### src/pkg/tcp_pkg.sv
/*
 * Constants for the triple counter pacer: port offsets, control byte
 * fields, mode codes and the internal pacer clock timing.
 * Assumes a single 100 MHz clock and byte wide host port accesses.
 */
package tcp_pkg;
	// ==================================================================
	// Port offsets
	localparam logic [1:0] OFS_CNT0 = 2'h0;
	localparam logic [1:0] OFS_CNT1 = 2'h1;
	localparam logic [1:0] OFS_CNT2 = 2'h2;
	localparam logic [1:0] OFS_CTRL = 2'h3;

	// ==================================================================
	// Control byte fields
	localparam int SEL_POS  = 6;
	localparam int ACC_POS  = 4;
	localparam int MODE_POS = 1;
	localparam int BCD_POS  = 0;
	localparam logic [1:0] SEL_ILLEGAL = 2'h3;

	// Access types
	localparam logic [1:0] ACC_LATCH = 2'h0;
	localparam logic [1:0] ACC_LOW   = 2'h1;
	localparam logic [1:0] ACC_HIGH  = 2'h2;
	localparam logic [1:0] ACC_BOTH  = 2'h3;

	// Normalised mode codes
	localparam logic [2:0] MODE_TC     = 3'h0;
	localparam logic [2:0] MODE_ONESHOT = 3'h1;
	localparam logic [2:0] MODE_RATE   = 3'h2;
	localparam logic [2:0] MODE_SQUARE = 3'h3;
	localparam logic [2:0] MODE_SWSTB  = 3'h4;
	localparam logic [2:0] MODE_HWSTB  = 3'h5;

	// ==================================================================
	// Reset values and timing
	localparam logic [15:0] CNT_RESET = 16'h0000;
	localparam logic        OUT_RESET = 1'b1;
	localparam int MCLK_KHZ   = 100000;
	localparam int PACER_KHZ  = 2000;
	localparam int PACER_DIV  = MCLK_KHZ / PACER_KHZ;
	localparam int MAX_CLK_KHZ = 5000;
endpackage

### src/rtl/tcp_dec.sv
/*
 * Down step of a counter value by one or two, in binary or four-digit
 * decimal format. Purely combinational; the caller registers the result.
 */
`timescale 1ns/1ps
module tcp_dec (
	input  wire logic [15:0] val_i,   // Present count
	input  wire logic        bcd_i,   // Decimal format
	input  wire logic        two_i,   // Step by two
	output logic      [15:0] res_o    // Decremented count
);
	// ==================================================================
	// Digit-wise borrow chain; zero stepped by one wraps to 9999 or FFFF, by two to 9998 or FFFE
	always_comb begin
		logic [4:0] t;
		logic [4:0] sub;
		t   = 5'h00;
		sub = two_i ? 5'h02 : 5'h01;
		res_o = val_i - {14'h0000, sub[1:0]};
		if (bcd_i) begin
			for (int i = 0; i < 4; i++) begin
				t = {1'b0, val_i[4*i +: 4]} - sub;
				if (t[4]) begin
					res_o[4*i +: 4] = 4'((t + 5'h0A));
					sub = 5'h01;
				end else begin
					res_o[4*i +: 4] = t[3:0];
					sub = 5'h00;
				end
			end
		end
	end
endmodule

### src/rtl/tcp_top.sv
/*
 * Triple counter pacer: three 16-bit down counters behind a byte-wide
 * host port of four offsets. Counter 0 is a general timer, counters 1
 * and 2 form the conversion pacer from an internal 2 MHz tick.
 * Assumes all inputs are synchronous to mclk_i.
 */
`timescale 1ns/1ps
module tcp_top (
	input  wire logic       mclk_i,         // 100 MHz clock
	input  wire logic       rst_i,          // Sync reset, active high
	input  wire logic [1:0] addr_i,         // Port offset
	input  wire logic [7:0] wdata_i,        // Write byte
	input  wire logic       wr_i,           // Write strobe
	input  wire logic       rd_i,           // Read strobe
	output logic      [7:0] rdata_o,        // Read byte, next cycle
	input  wire logic       clk0_ext_i,     // Counter 0 external clock
	input  wire logic       clk0_src_ext_i, // Counter 0 uses external clk
	input  wire logic [2:0] gate_i,         // Counter gates
	output logic      [2:0] out_o,          // Counter outputs
	output logic            pacer_trig_o    // Conversion start pulse
);
	// ==================================================================
	// Elaboration check: tick must be slower than the clock
	// The prescaler is 8 bits wide, so the divider must fit in it
	if (tcp_pkg::PACER_DIV < 2 || tcp_pkg::PACER_DIV > 256 ||
	    tcp_pkg::MAX_CLK_KHZ * 2 > tcp_pkg::MCLK_KHZ) begin : g_chk
		$error("tcp_top: clock unsuited to counter inputs");
	end

	// ==================================================================
	// Internal 2 MHz tick and edge history
	logic [7:0] pre_cnt;
	logic [7:0] next_pre_cnt;
	logic       ext_prev;
	logic [2:0] out_prev;
	logic       trig;
	logic [7:0] rdata;
	logic [2:0] tick;
	logic [2:0][7:0] rd_byte;
	logic       src_tick;
	logic [7:0] next_rdata;
	logic       next_trig;

	// Prescaler and cascade: counter 1 output clocks counter 2
	always_comb begin
		src_tick = (pre_cnt == 8'(tcp_pkg::PACER_DIV - 1));
		next_pre_cnt = src_tick ? 8'h00 : pre_cnt + 8'h01;
		tick[0] = clk0_src_ext_i ? (clk0_ext_i & ~ext_prev)
		                         : src_tick;
		tick[1] = src_tick;
		tick[2] = out_o[1] & ~out_prev[1];
		next_trig = out_prev[2] & ~out_o[2];
		next_rdata = rdata;
		if (rd_i) begin
			next_rdata = (addr_i == tcp_pkg::OFS_CTRL) ? 8'h00
			                                           : rd_byte[addr_i];
		end
	end

	// Edges at 100 MHz resolve any input clock up to 5 MHz
	always_ff @(posedge mclk_i) begin
		if (rst_i) begin
			pre_cnt  <= 8'h00;
			ext_prev <= 1'b0;
			out_prev <= 3'h7;
			trig     <= 1'b0;
			rdata    <= 8'h00;
		end else begin
			pre_cnt  <= next_pre_cnt;
			ext_prev <= clk0_ext_i;
			out_prev <= out_o;
			trig     <= next_trig;
			rdata    <= next_rdata;
		end
	end

	assign pacer_trig_o = trig;
	assign rdata_o      = rdata;

	// ==================================================================
	// Control byte decode, shared by all counters
	logic       ctl_wr;
	logic [1:0] ctl_sel;
	logic [1:0] ctl_acc;
	logic [2:0] ctl_mode;
	always_comb begin
		ctl_sel  = wdata_i[tcp_pkg::SEL_POS +: 2];
		ctl_acc  = wdata_i[tcp_pkg::ACC_POS +: 2];
		ctl_mode = wdata_i[tcp_pkg::MODE_POS +: 3];
		if (ctl_mode[1])
			ctl_mode[2] = 1'b0;
		// Illegal select is dropped so no counter is disturbed
		ctl_wr = wr_i && addr_i == tcp_pkg::OFS_CTRL
		         && ctl_sel != tcp_pkg::SEL_ILLEGAL;
	end

	// ==================================================================
	// Counters, one per generate pass
	for (genvar g = 0; g < 3; g++) begin : g_cnt
		logic [15:0] cnt, cr, lat, dec;
		logic [2:0]  mode;
		logic [1:0]  acc;
		logic        bcd, latched, rptr, wptr, pend, armed, run;
		logic        out, gprev;
		logic [15:0] next_cnt, next_cr, next_lat;
		logic [2:0]  next_mode;
		logic [1:0]  next_acc;
		logic        next_bcd, next_latched, next_rptr, next_wptr;
		logic        next_pend, next_armed, next_run, next_out;
		logic        sel, dwr, drd, loaded;

		tcp_dec u_dec (
			.val_i (cnt),
			.bcd_i (bcd),
			.two_i (mode == tcp_pkg::MODE_SQUARE),
			.res_o (dec)
		);

		// Read byte: latched snapshot first, else live count
		always_comb begin
			logic [15:0] src;
			src = latched ? lat : cnt;
			rd_byte[g] = (acc == tcp_pkg::ACC_HIGH ||
			              (acc == tcp_pkg::ACC_BOTH && rptr))
			             ? src[15:8] : src[7:0];
		end

		// Next state of one counter
		always_comb begin
			sel  = ctl_wr && ctl_sel == 2'(g);
			dwr  = wr_i && addr_i == 2'(g);
			drd  = rd_i && addr_i == 2'(g);
			next_cnt = cnt;   next_cr = cr;     next_lat = lat;
			next_mode = mode; next_acc = acc;   next_bcd = bcd;
			next_latched = latched; next_rptr = rptr;
			next_wptr = wptr; next_pend = pend; next_armed = armed;
			next_run = run;   next_out = out;   loaded = 1'b0;

			// Gate rising edge triggers modes 1, 2, 3 and 5
			if (gate_i[g] && !gprev && mode != tcp_pkg::MODE_TC
			    && mode != tcp_pkg::MODE_SWSTB)
				next_armed = 1'b1;

			if (tick[g]) begin
				if (pend || armed) begin
					next_cnt = (mode == tcp_pkg::MODE_SQUARE)
					           ? {cr[15:1], 1'b0} : cr;
					next_pend = 1'b0;
					next_armed = 1'b0;
					next_run = 1'b1;
					if (mode == tcp_pkg::MODE_ONESHOT)
						next_out = 1'b0;
				end else if (run && (gate_i[g] ||
				             mode == tcp_pkg::MODE_ONESHOT ||
				             mode == tcp_pkg::MODE_HWSTB)) begin
					next_cnt = dec;
					unique case (mode)
						tcp_pkg::MODE_TC,
						tcp_pkg::MODE_ONESHOT: begin
							if (cnt == 16'h0001)
								next_out = 1'b1;
						end
						tcp_pkg::MODE_RATE: begin
							if (cnt == 16'h0001) begin
								next_cnt = cr;
								next_out = 1'b1;
							end else begin
								next_out = (cnt != 16'h0002);
							end
						end
						tcp_pkg::MODE_SQUARE: begin
							// Odd counts are trimmed to even halves
							if (cnt == 16'h0002) begin
								next_cnt = {cr[15:1], 1'b0};
								next_out = ~out;
							end
						end
						default: next_out = (cnt != 16'h0001);
					endcase
				end
			end
			// Rate and square outputs park high while the gate is low
			if (!gate_i[g] && (mode == tcp_pkg::MODE_RATE ||
			                   mode == tcp_pkg::MODE_SQUARE))
				next_out = 1'b1;

			if (drd) begin
				if (acc == tcp_pkg::ACC_BOTH)
					next_rptr = ~rptr;
				if (acc != tcp_pkg::ACC_BOTH || rptr)
					next_latched = 1'b0;
			end

			if (dwr) begin
				unique case (acc)
					tcp_pkg::ACC_LOW: begin
						next_cr = {8'h00, wdata_i};
						loaded = 1'b1;
					end
					tcp_pkg::ACC_HIGH: begin
						next_cr = {wdata_i, 8'h00};
						loaded = 1'b1;
					end
					tcp_pkg::ACC_BOTH: begin
						if (!wptr)
							next_cr[7:0] = wdata_i;
						else
							next_cr[15:8] = wdata_i;
						next_wptr = ~wptr;
						loaded = wptr;
					end
					default: ;
				endcase
				if (loaded && mode != tcp_pkg::MODE_ONESHOT &&
				    mode != tcp_pkg::MODE_HWSTB)
					next_pend = 1'b1;
				if (mode == tcp_pkg::MODE_TC) begin
					next_out = 1'b0;
					next_run = next_run & ~(acc == tcp_pkg::ACC_BOTH
					                        && !wptr);
				end
			end

			if (sel) begin
				if (ctl_acc == tcp_pkg::ACC_LATCH) begin
					if (!latched) begin
						next_lat = cnt;
						next_latched = 1'b1;
					end
				end else begin
					next_mode = ctl_mode;
					next_acc  = ctl_acc;
					next_bcd  = wdata_i[tcp_pkg::BCD_POS];
					next_out  = (ctl_mode != tcp_pkg::MODE_TC);
					next_rptr = 1'b0;
					next_wptr = 1'b0;
					next_pend = 1'b0;
					next_armed = 1'b0;
					next_run  = 1'b0;
					next_latched = 1'b0;
				end
			end
		end

		// Counter state registers
		always_ff @(posedge mclk_i) begin
			if (rst_i) begin
				cnt <= tcp_pkg::CNT_RESET;
				cr  <= tcp_pkg::CNT_RESET;
				lat <= tcp_pkg::CNT_RESET;
				mode <= tcp_pkg::MODE_TC;
				acc  <= tcp_pkg::ACC_LOW;
				bcd  <= 1'b0;
				latched <= 1'b0;
				rptr <= 1'b0;
				wptr <= 1'b0;
				pend <= 1'b0;
				armed <= 1'b0;
				run  <= 1'b0;
				out  <= tcp_pkg::OUT_RESET;
				gprev <= 1'b0;
			end else begin
				cnt <= next_cnt;
				cr  <= next_cr;
				lat <= next_lat;
				mode <= next_mode;
				acc  <= next_acc;
				bcd  <= next_bcd;
				latched <= next_latched;
				rptr <= next_rptr;
				wptr <= next_wptr;
				pend <= next_pend;
				armed <= next_armed;
				run  <= next_run;
				out  <= next_out;
				gprev <= gate_i[g];
			end
		end

		assign out_o[g] = out;
	end
endmodule

### config.mk
export PLATFORM = sky130hd
export DESIGN_NAME = tcp_top
export DESIGN_NICKNAME = d
export VERILOG_FILES = /design/src/pkg/tcp_pkg.sv /design/src/rtl/tcp_dec.sv /design/src/rtl/tcp_top.sv
export SDC_FILE = /design/constraint.sdc
export NUM_CORES = 1
export LEC_CHECK = 0
export ABC_CLOCK_PERIOD_IN_PS = 14610
export BUFFER_PORTS_ARGS = -buffer_cell sky130_fd_sc_hd__buf_4
export CAP_MARGIN = 20
export CORE_AREA = 2 2 155 157
export CTS_CLUSTER_DIAMETER = 80
export CTS_CLUSTER_SIZE = 12
export DETAILED_ROUTE_END_ITERATION = 8
export DIE_AREA = 0 0 157 159
export PLACE_DENSITY = 0.76
export SYNTH_ARGS = -nofsm -noshare
export SYNTH_HDL_FRONTEND = slang
export SYNTH_HIERARCHICAL = 1
export SYNTH_SLANG_ARGS = --single-unit
export TNS_END_PERCENT = 100
### constraint.sdc
create_clock -name mclk_i -period 14.61 [get_ports mclk_i]
set_input_delay 1.461 -clock mclk_i [delete_from_list [all_inputs] [get_ports mclk_i]]
set_output_delay 1.461 -clock mclk_i [all_outputs]
set_load 0.02 [all_outputs]
---- Word-level counts from Yosys, hierarchy flattened ----
Cells that the tools add are included.
storage, ports and cells
  register bits ........................... 207
  input port bits ......................... 19
  word-level logic and storage cells ...... 470
operators by class
  $add $sub $neg .......................... 28
  $lt $le $gt $ge ......................... 1
  equal/unequal tests ..................... 58
  mux-type cells .......................... 209
  bitwise operators ....................... 21
  reduce and logical (&&, ||, !) cells .... 103
operator list
  operator               number
  $mux W16               18
  $pmux W16 S3           3
  $mux W1                143
  $pmux W16 S2           3
  $mux W8                11
  $add A4 B4 Y4 const B  12
  $eq A16 B1 Y1 const B  3
  $eq A16 B2 Y1 const B  3
  $mux W4                12
  $ne A16 B1 Y1 const B  3
  $ne A16 B2 Y1 const B  3
  $sub A16 B2 Y16        3
  $mux W5                9
  $sub A4 B5 Y5          9
  $logic_and A1 B1 Y1    38
  $reduce_bool A3 Y1     7
  $ne A2 B2 Y1 const B   10
  $eq A2 B2 Y1 const B   9
  $eq A3 B2 Y1 const B   6
  $logic_or A1 B1 Y1     18
  $ne A3 B3 Y1 const B   6
  $reduce_and A2 Y1      9
  $reduce_and A3 Y1      6
  $bmux W8 S2            1
  other kinds (18)       75

---- Logic depth before layout (Yosys ltp) ----
Gate-level depths: netlist (run 1).
  word-level depth ........................ 19
  depth in mapped cells ................... 25
  depth with buffers taken out ............ 24

---- By module ----
Netlist (run 1), hierarchy kept.
modules (own cells, without submodules)
  module   times used  cells each  area each (um^2)  seq. area each (um^2)
  tcp_top  1           1079        9831.9            4124.0
  tcp_dec  3           134         957.2             0.0

---- Least setup slack after synthesis (run 1) ----
Ideal clock, no wire load.
  kind .................................... reg-to-reg
  start ................................... register g_cnt[2].mode[1]
  end ..................................... register g_cnt[2].cnt[14]
  setup time .............................. 0.137 ns
  data arrival time ....................... 4.635 ns
  setup slack ............................. 9.838 ns
  stages on the path, launching flop included .. 25
  buffers on the path ..................... 1
  period minus slack after synthesis ...... 4.772 ns
  cells stage by stage .................... dfxtp_1 -> clkbuf_1 -> and2b_1 -> and2_1 -> inv_1 -> ha_1 -> inv_1 -> fa_1 -> nor3_1 -> ha_1 -> ha_1 -> nor3b_1 -> ha_1 -> ha_1 -> nor3b_1 -> ha_1 -> nand2b_1 -> xnor2_1 -> ha_1 -> nor2_1 -> nor3_1 -> o21ai_0 -> o21ai_0 -> mux2i_1 -> a211oi_1
between the ends
  word-level cells in the longest chain between the ends .. 19
RTL lines
  element                      RTL line                        RTL
  start, declared              tcp_top.sv:101                  logic [2:0] mode;
  start signal, assigned       tcp_top.sv:251                  mode <= tcp_pkg::MODE_TC;
  start signal, assigned       tcp_top.sv:266                  mode <= next_mode;
  $eq A3 B2 Y1 *               tcp_top.sv:115                  .two_i (mode == tcp_pkg::MODE_SQUARE),
  $mux W2 *                    tcp_dec.sv:18                   sub = two_i ? 5'h02 : 5'h01;
  $sub A4 B2 Y5                tcp_dec.sv:22                   t = {1'b0, val_i[4*i +: 4]} - sub;
  $mux W1                      tcp_dec.sv:23                   if (t[4]) begin
  $mux W5                      tcp_dec.sv:20                   if (bcd_i) begin
  $sub A4 B5 Y5                tcp_dec.sv:22
  $mux W1                      tcp_dec.sv:23
  $mux W5                      tcp_dec.sv:20
  [4 not listed]               n/a
  $add A4 B4 Y4                tcp_dec.sv:24                   res_o[4*i +: 4] = 4'((t + 5'h0A));
  $mux W4                      tcp_dec.sv:23
  $mux W16 *                   tcp_dec.sv:20
  net g_cnt[2].dec[14]         tcp_top.sv:100                  logic [15:0] cnt, cr, lat, dec;
  $mux W16 (on tied branches)  tcp_top.sv:173, tcp_top.sv:164
  $pmux W16 S2 *               tcp_top.sv:157                  unique case (mode)
  $mux W16 *                   tcp_top.sv:153                  end else if (run && (gate_i[g] ||
  $mux W16 *                   tcp_top.sv:145                  if (pend || armed) begin
  end signal, assigned         tcp_top.sv:248                  cnt <= tcp_pkg::CNT_RESET;
  end signal, assigned         tcp_top.sv:263                  cnt <= next_cnt;
  end, declared                tcp_top.sv:100
The timed path passes the listed nets; every way through them passes the cells marked *. The select of a mux whose other input is x is not followed.
A chain may end at the register's enable or synchronous reset.

---- Worst setup path after layout (run 1) ----
  start ................................... register g_cnt[2].mode[2]
  end ..................................... register g_cnt[2].cnt[14]
Same word-level chain as after synthesis.

==> results.cfg, run 1 <==
[detailed_routing]
post_drt_wl_per_cell_um = 18.0
wl_um = 31800
postRouteAntennaNets = 0
viasPerCell = 6.07
drcViolationCount = 0
dr.first_iter.drc_count = 965
first_pass_iters = 6
route.vias.total = 10700

[run_status]
status = finished clean

[floorplan]
start_util_pct = 54.8
dieArea_sq_um = 25000
fp.dieH_um = 159
num_rows = 56
coreArea_sq_um = 23200
die_w_um = 157
io_pins = 31

[worst_hold_path]
min_path_type = register to register
holdCritStartpoint = out_prev[2]$_SDFF_PP1_
hold_end = pacer_trig_o$_SDFF_PP0_
hold_depth = 2

[sta]
setup_tns_ns = 0
fmax_ghz = 0.185
rsz0062_at_grt = no
setup_viol_count_final = 0
finalHoldViolations = 0
worstMarginPinSlew_ns = 1.04
fin_ws_ns = 9.19
period_share_pct = 37.1
fin_skew_ns = 0.0119
slew_viol_final = 0
relSlewSlack_pct = 30.4
min_period_ns = 5.42

[placement]
pre_cts_ws_ns = 9.23
hpwlAfterDp_um = 21800
io_buffers = 30
gp_congestion = 0.837

[setup_path]
crit_slowest_cell = nor3b_1
cp_top_family = adder cells
crit_type = register to register
path_buf_inv = 2
crit_path_frequent_cell = ha_1
critPathMaxStageDelay_ns = 0.48
crit_chain = and2b_1 > and2_1 > inv_1 > ha_1 > inv_1 > fa_1 > nor3_1 > ha_1 > ha_1 > nor3b_1 > ha_1 > ha_1 > nor3b_1 > ha_1 > nand2b_1 > xnor2_1 > ha_1 > nor2_1 > nor3_1 > o21ai_0 > o21ai_0 > mux2i_1 > a211oi_1
critPathArrivalTime_ns = 5.76
path_max_fanout = 7
r2r_cells = 23
r2r-start = g_cnt[2].mode[2]$_SDFFE_PP0P_
worstSetupStartpointType = register
reg2reg_slack_ns = 9.19
end_kind = register
crit-reg2reg-capture = g_cnt[2].cnt[14]$_SDFFE_PP0P_
worstPathRequired_ns = 14.96

[clock_tree]
cts_resized = 0
ctsRootBufferMaster = clkbuf_16
post_cts_buffers = 0
cts_inserted_buffers = 21
clockBufferDepth = 3
cts_tree = yes
clkTransAtPathRegs_ns = 0.06
clock_latency_ns = 0.51
cts_max_level = 1
cts_sinks = 206
cts_hold_buf = 0

[yosys]
synth_top_area_share_pct = 32.5
ys_seq_elements = 206
yosys.area.top_type = dfxtp_1
ys.flop_type = dfxtp_1
ys_seq_area_share_pct = 32.5
synth_edf_count = 0
synth_area_leaders = dfxtp_1 32%, mux2i_1 9.6%, nor2_1 6.0%
yosysWarnings = 6
ys_async_sr_fraction_pct = 0
synth.avg_cell_area_sq_um = 8.58
synth_cells = 1481
syn_area_sq_um = 12700
synth_cell_types = 77
synthesis.nets = 1562

[final_layout]
seq_area_sq_um = 4120
layout-drive-gt1-share_pct = 9.92
multiInputGateArea_sq_um = 7870
fillerInstances = 2010
layout_commonest_cell = dfxtp_1
antenna_cells = 0
final_cell_mix = 206 x dfxtp_1, 202 x nor2_1, 122 x mux2i_1
fin_nets = 1522
area_delta_synth_final_pct = 6.29

[grt]
grt_pass1_vias = 9864
grt_max_degree = 114
grt-ovfl-total = 0
antenna_found_initial = 0
grt_pass1_wl_um = 51400
grt_usage_pct = 25.0

[power]
ir_drop_mv = 0.0874
power_mw = 1.20
leakagePower_nw = 5.13
p_per_area_nw_per_um2 = 89.2

[run]
drv_cap = 0
-- how the worst max path moves through the flow --
stage                                         end  cells past startpoint                     startpoint
global route        g_cnt[2].cnt[14]$_SDFFE_PP0P_                     23  g_cnt[2].mode[2]$_SDFFE_PP0P_
global placement    g_cnt[2].cnt[14]$_SDFFE_PP0P_                     23  g_cnt[2].mode[2]$_SDFFE_PP0P_
CTS                 g_cnt[2].cnt[14]$_SDFFE_PP0P_                     23  g_cnt[2].mode[2]$_SDFFE_PP0P_
floorplan           g_cnt[2].cnt[14]$_SDFFE_PP0P_                     24  g_cnt[2].mode[1]$_SDFFE_PP0P_
finish              g_cnt[2].cnt[14]$_SDFFE_PP0P_                     23  g_cnt[2].mode[2]$_SDFFE_PP0P_
detailed placement  g_cnt[2].cnt[14]$_SDFFE_PP0P_                     23  g_cnt[2].mode[2]$_SDFFE_PP0P_
-- final cells by class --
type	count	area share [%]
multi-input combinational	1104	58.2
clock buffer	21	3.89
tap	319	2.96
inverter	68	1.89
sequential	206	30.5
timing repair buffer	40	2.31
clock inverter	3	0.167
-- worst register-to-register path, cell delays in order, from the launching register on --
cell,delay (ns)
dfxtp_1,0.44
and2b_1,0.26
and2_1,0.18
inv_1,0.11
ha_1,0.18
inv_1,0.05
fa_1,0.43
nor3_1,0.36
ha_1,0.23
ha_1,0.22
nor3b_1,0.34
ha_1,0.25
ha_1,0.25
nor3b_1,0.48
ha_1,0.30
nand2b_1,0.12
xnor2_1,0.14
ha_1,0.30
nor2_1,0.08
nor3_1,0.05
o21ai_0,0.14
o21ai_0,0.09
mux2i_1,0.14
a211oi_1,0.09
-- sequential cells by signal, summed over array words and instances (netlist names) --
signal and cells:
g_cnt.gprev 3, rdata_o 8, g_cnt.pend 3, out_prev 2
pacer_trig_o 1, g_cnt.bcd 3, g_cnt.cnt 48, g_cnt.acc 6
g_cnt.mode 9, g_cnt.out 3, g_cnt.latched 3, g_cnt.cr 48
g_cnt.lat 48, g_cnt.rptr 3, g_cnt.wptr 3, ext_prev 1
g_cnt.run 3, pre_cnt 8, g_cnt.armed 3
-- metal layers --
layer  up-vias  GRT usage, %  wire [um]
li1       5202             -          -
met1      5102          34.9      14100
met2       342          40.6      14900
met3        43          4.25       2070
met4         0          6.01        683
met5         -             0          0
-- cell usage after synthesis (18+ instances only) --
library cell / instances
dfxtp_1: 206
nor2_1: 202
mux2i_1: 122
a21oi_1: 89
nand2_1: 89
nand3_1: 72
inv_1: 68
a211oi_1: 63
clkbuf_1: 60
ha_1: 59
nor2b_1: 34
nand2b_1: 27
o21ai_0: 27
nor3_1: 25
mux4_2: 24
xnor2_1: 23
buf_2: 21
xor2_1: 20
nor4_1: 18
-- power by group --
group,leakage [nW],internal [mW],switching [mW]
sequential,1.67,0.571,0.0113
combinational,3.19,0.0640,0.0862
clock,0.272,0.256,0.216
total,5.13,0.891,0.314
-- kinds of logic (layout without fill, tap and decap cells) --
kind of cell	Yosys count	in the layout	synth area share [%]
adder cells (fa/ha/maj)	62	62	6.28
AND/OR/NAND/NOR	597	597	25.3
XOR/XNOR	43	43	2.96
multiplexers	146	146	13.9
AO/OA/AOI/OAI	256	256	13.5
flip-flops	206	206	32.5
buffers and inverters	171	132	5.68
-- stage by stage --
stage / instances / hold slack (ns) / cell area, sq um / util [%]
floorplan: 1481 / 0.392 / 12700 / -
global placement: 1736 / 0.397 / 12900 / 55.8
detailed placement: 1736 / 0.402 / 12900 / 55.8
CTS: 1760 / 0.412 / 13500 / 58.2
global route: 1761 / 0.445 / 13500 / 58.2
finish: 1761 / 0.410 / 13500 / 58.2
(Power assumes the default switching activity.)
==> run 2: changes to the inputs <==
Settings changed: ABC_CLOCK_PERIOD_IN_PS 14610 to 4500, PLACE_DENSITY 0.76 to 0.79.
Clock period 14.61 ns to 4.5 ns, I/O delays scaled along.
==> run 2 against run 1 <==
Against the previous run: hold slack got worse by 0.24 ns; final area rose by 3.5%; final cell count rose by 2.3%; sequential share of layout area fell by 1.0 points; critical path type unchanged; register-to-register slack got worse by 8.9 ns; critical path depth did not move; non-clock buffer count rose by 41; largest cell class unchanged; routed wire length rose by 1.9%; largest power group unchanged; sequential power rose to 3.2 times the previous value.
==> results.cfg, run 2 (synthesis gave the netlist of run 1 again) <==
[sta]
whs_ns = 0.174
period_share_pct = 94.5
fin_skew_ns = 0.0110
finalHoldViolations = 0
fmax_ghz = 0.235
setup_tns_ns = 0
fin_ws_ns = 0.249
slew_viol_final = 0
worstMarginPinSlew_ns = 1.05
min_period_ns = 4.25
relSlewSlack_pct = 30.0
setup_viol_count_final = 0

[final_layout]
fillerInstances = 1931
layout-drive-gt1-share_pct = 14.4
top_regs = g_cnt.cnt (48), g_cnt.cr (48), g_cnt.lat (48)
fin_nets = 1563
stdcell_area_sq_um = 14000
antenna_cells = 0
final_cell_mix = 205 x dfxtp_1, 202 x nor2_1, 122 x mux2i_1
final_core_utilization_pct = 60.2
finalNonFillerCells = 1801
layout_commonest_cell = dfxtp_1
area_delta_synth_final_pct = 9.98

[placement]
placed_cell_area_sq_um = 13200
dp.cells = 1766
io_buffers = 30
pre_cts_ws_ns = -0.125
gp_congestion = 0.833
hpwlAfterDp_um = 22200

[run_status]
status = finished clean

[setup_path]
crit_slowest_cell = fa_2
cp_top_family = adder cells
path_max_fanout = 5
end_kind = register
path_buf_inv = 2
crit_path_frequent_cell = ha_2
crit_chain = and2b_1 > and2_1 > inv_2 > ha_4 > inv_1 > fa_2 > nor3_4 > ha_2 > ha_4 > nor3b_4 > ha_2 > ha_2 > nor3b_4 > ha_2 > nand2b_4 > xnor2_1 > ha_1 > nor2_1 > nor3_2 > o21ai_1 > o21ai_0 > mux2i_1 > a211oi_1
worstPathRequired_ns = 4.86
crit_type = register to register
worstSetupStartpointType = register
critPathArrivalTime_ns = 4.61
critPathMaxStageDelay_ns = 0.36

[grt]
grt_max_degree = 100
grt_pass1_wl_um = 52300
grt_pass1_vias = 10300
grt-busiest-layer = met2
use_met1_pct = 34.8
met3_usage_pct = 3.24
grt_usage_pct = 25.4
antenna_found_initial = 1
grt-ovfl-total = 0
grt.met2_usage_pct = 42.0

[detailed_routing]
viasPerCell = 6.11
wl_um = 32400
post_drt_wl_per_cell_um = 18.0
route.vias.total = 11000
drcViolationCount = 0
postRouteAntennaNets = 0
dr.first_iter.drc_count = 858
first_pass_iters = 5

[floorplan]
coreArea_sq_um = 23200
start_util_pct = 54.8
dieArea_sq_um = 25000
die_w_um = 157
fp.dieH_um = 159
io_pins = 31
num_rows = 56

[power]
p_per_area_nw_per_um2 = 283
ir_drop_mv = 0.311
power_mw = 3.96
leakagePower_nw = 5.36

[clock_tree]
clock_latency_ns = 0.50
ctsRootBufferMaster = clkbuf_16
cts_hold_buf = 0
cts_tree = yes
cts_max_level = 1
clockBufferDepth = 3
cts_sinks = 206
cts_inserted_buffers = 21
clkTransAtPathRegs_ns = 0.06

[worst_hold_path]
min_path_type = input pin to register

[run]
drv_cap = 0
-- run 2: cell type report --
type,instances,area (sq um),share of cell area (%)
clock inverters,1,8.76,0.0627
well taps,319,399,2.86
inverters,68,255,1.83
multi-input cells,1104,8020,57.4
repair buffers,81,619,4.43
clock buffers,22,539,3.86
flip-flops and latches,206,4130,29.5
-- run 2: what timing repair did --
| action | in CTS | in global routing |
|---|---|---|
| pin swaps | 1 | 13 |
| gates resized for setup | 4 | 33 |
| endpoints found under the setup margin | 1 | 13 |
| buffers inserted | 0 | 11 |
| gates cloned | 0 | 0 |
-- run 2: path summary, 6_finish.rpt --
path,startpoint,to,slack (ns),cells past startpoint
worst max-delay path,g_cnt[2].mode[2]$_SDFFE_PP0P_,g_cnt[2].cnt[14]$_SDFFE_PP0P_,0.25,23
worst min-delay path,clk0_ext_i,ext_prev$_SDFF_PP0_,0.17,2
worst max register to register,g_cnt[2].mode[2]$_SDFFE_PP0P_,g_cnt[2].cnt[14]$_SDFFE_PP0P_,0.25,23
worst min register to register,out_prev[2]$_SDFF_PP1_,pacer_trig_o$_SDFF_PP0_,0.41,2
-- run 2: metal layers --
| layer | share of wire (%) | routed length, um |
|---|---|---|
| met1 | 43 | 14000 |
| met2 | 48 | 15400 |
| met3 | 6.3 | 2030 |
| met4 | 2.8 | 894 |
| met5 | 0.040 | 13 |
-- run 2: report_power, final --
| part | internal, mW | leakage [nW] | switching, mW |
|---|---|---|---|
| Clock | 0.843 | 0.271 | 0.690 |
| Combinational | 0.240 | 3.42 | 0.294 |
| Sequential | 1.85 | 1.67 | 0.0353 |
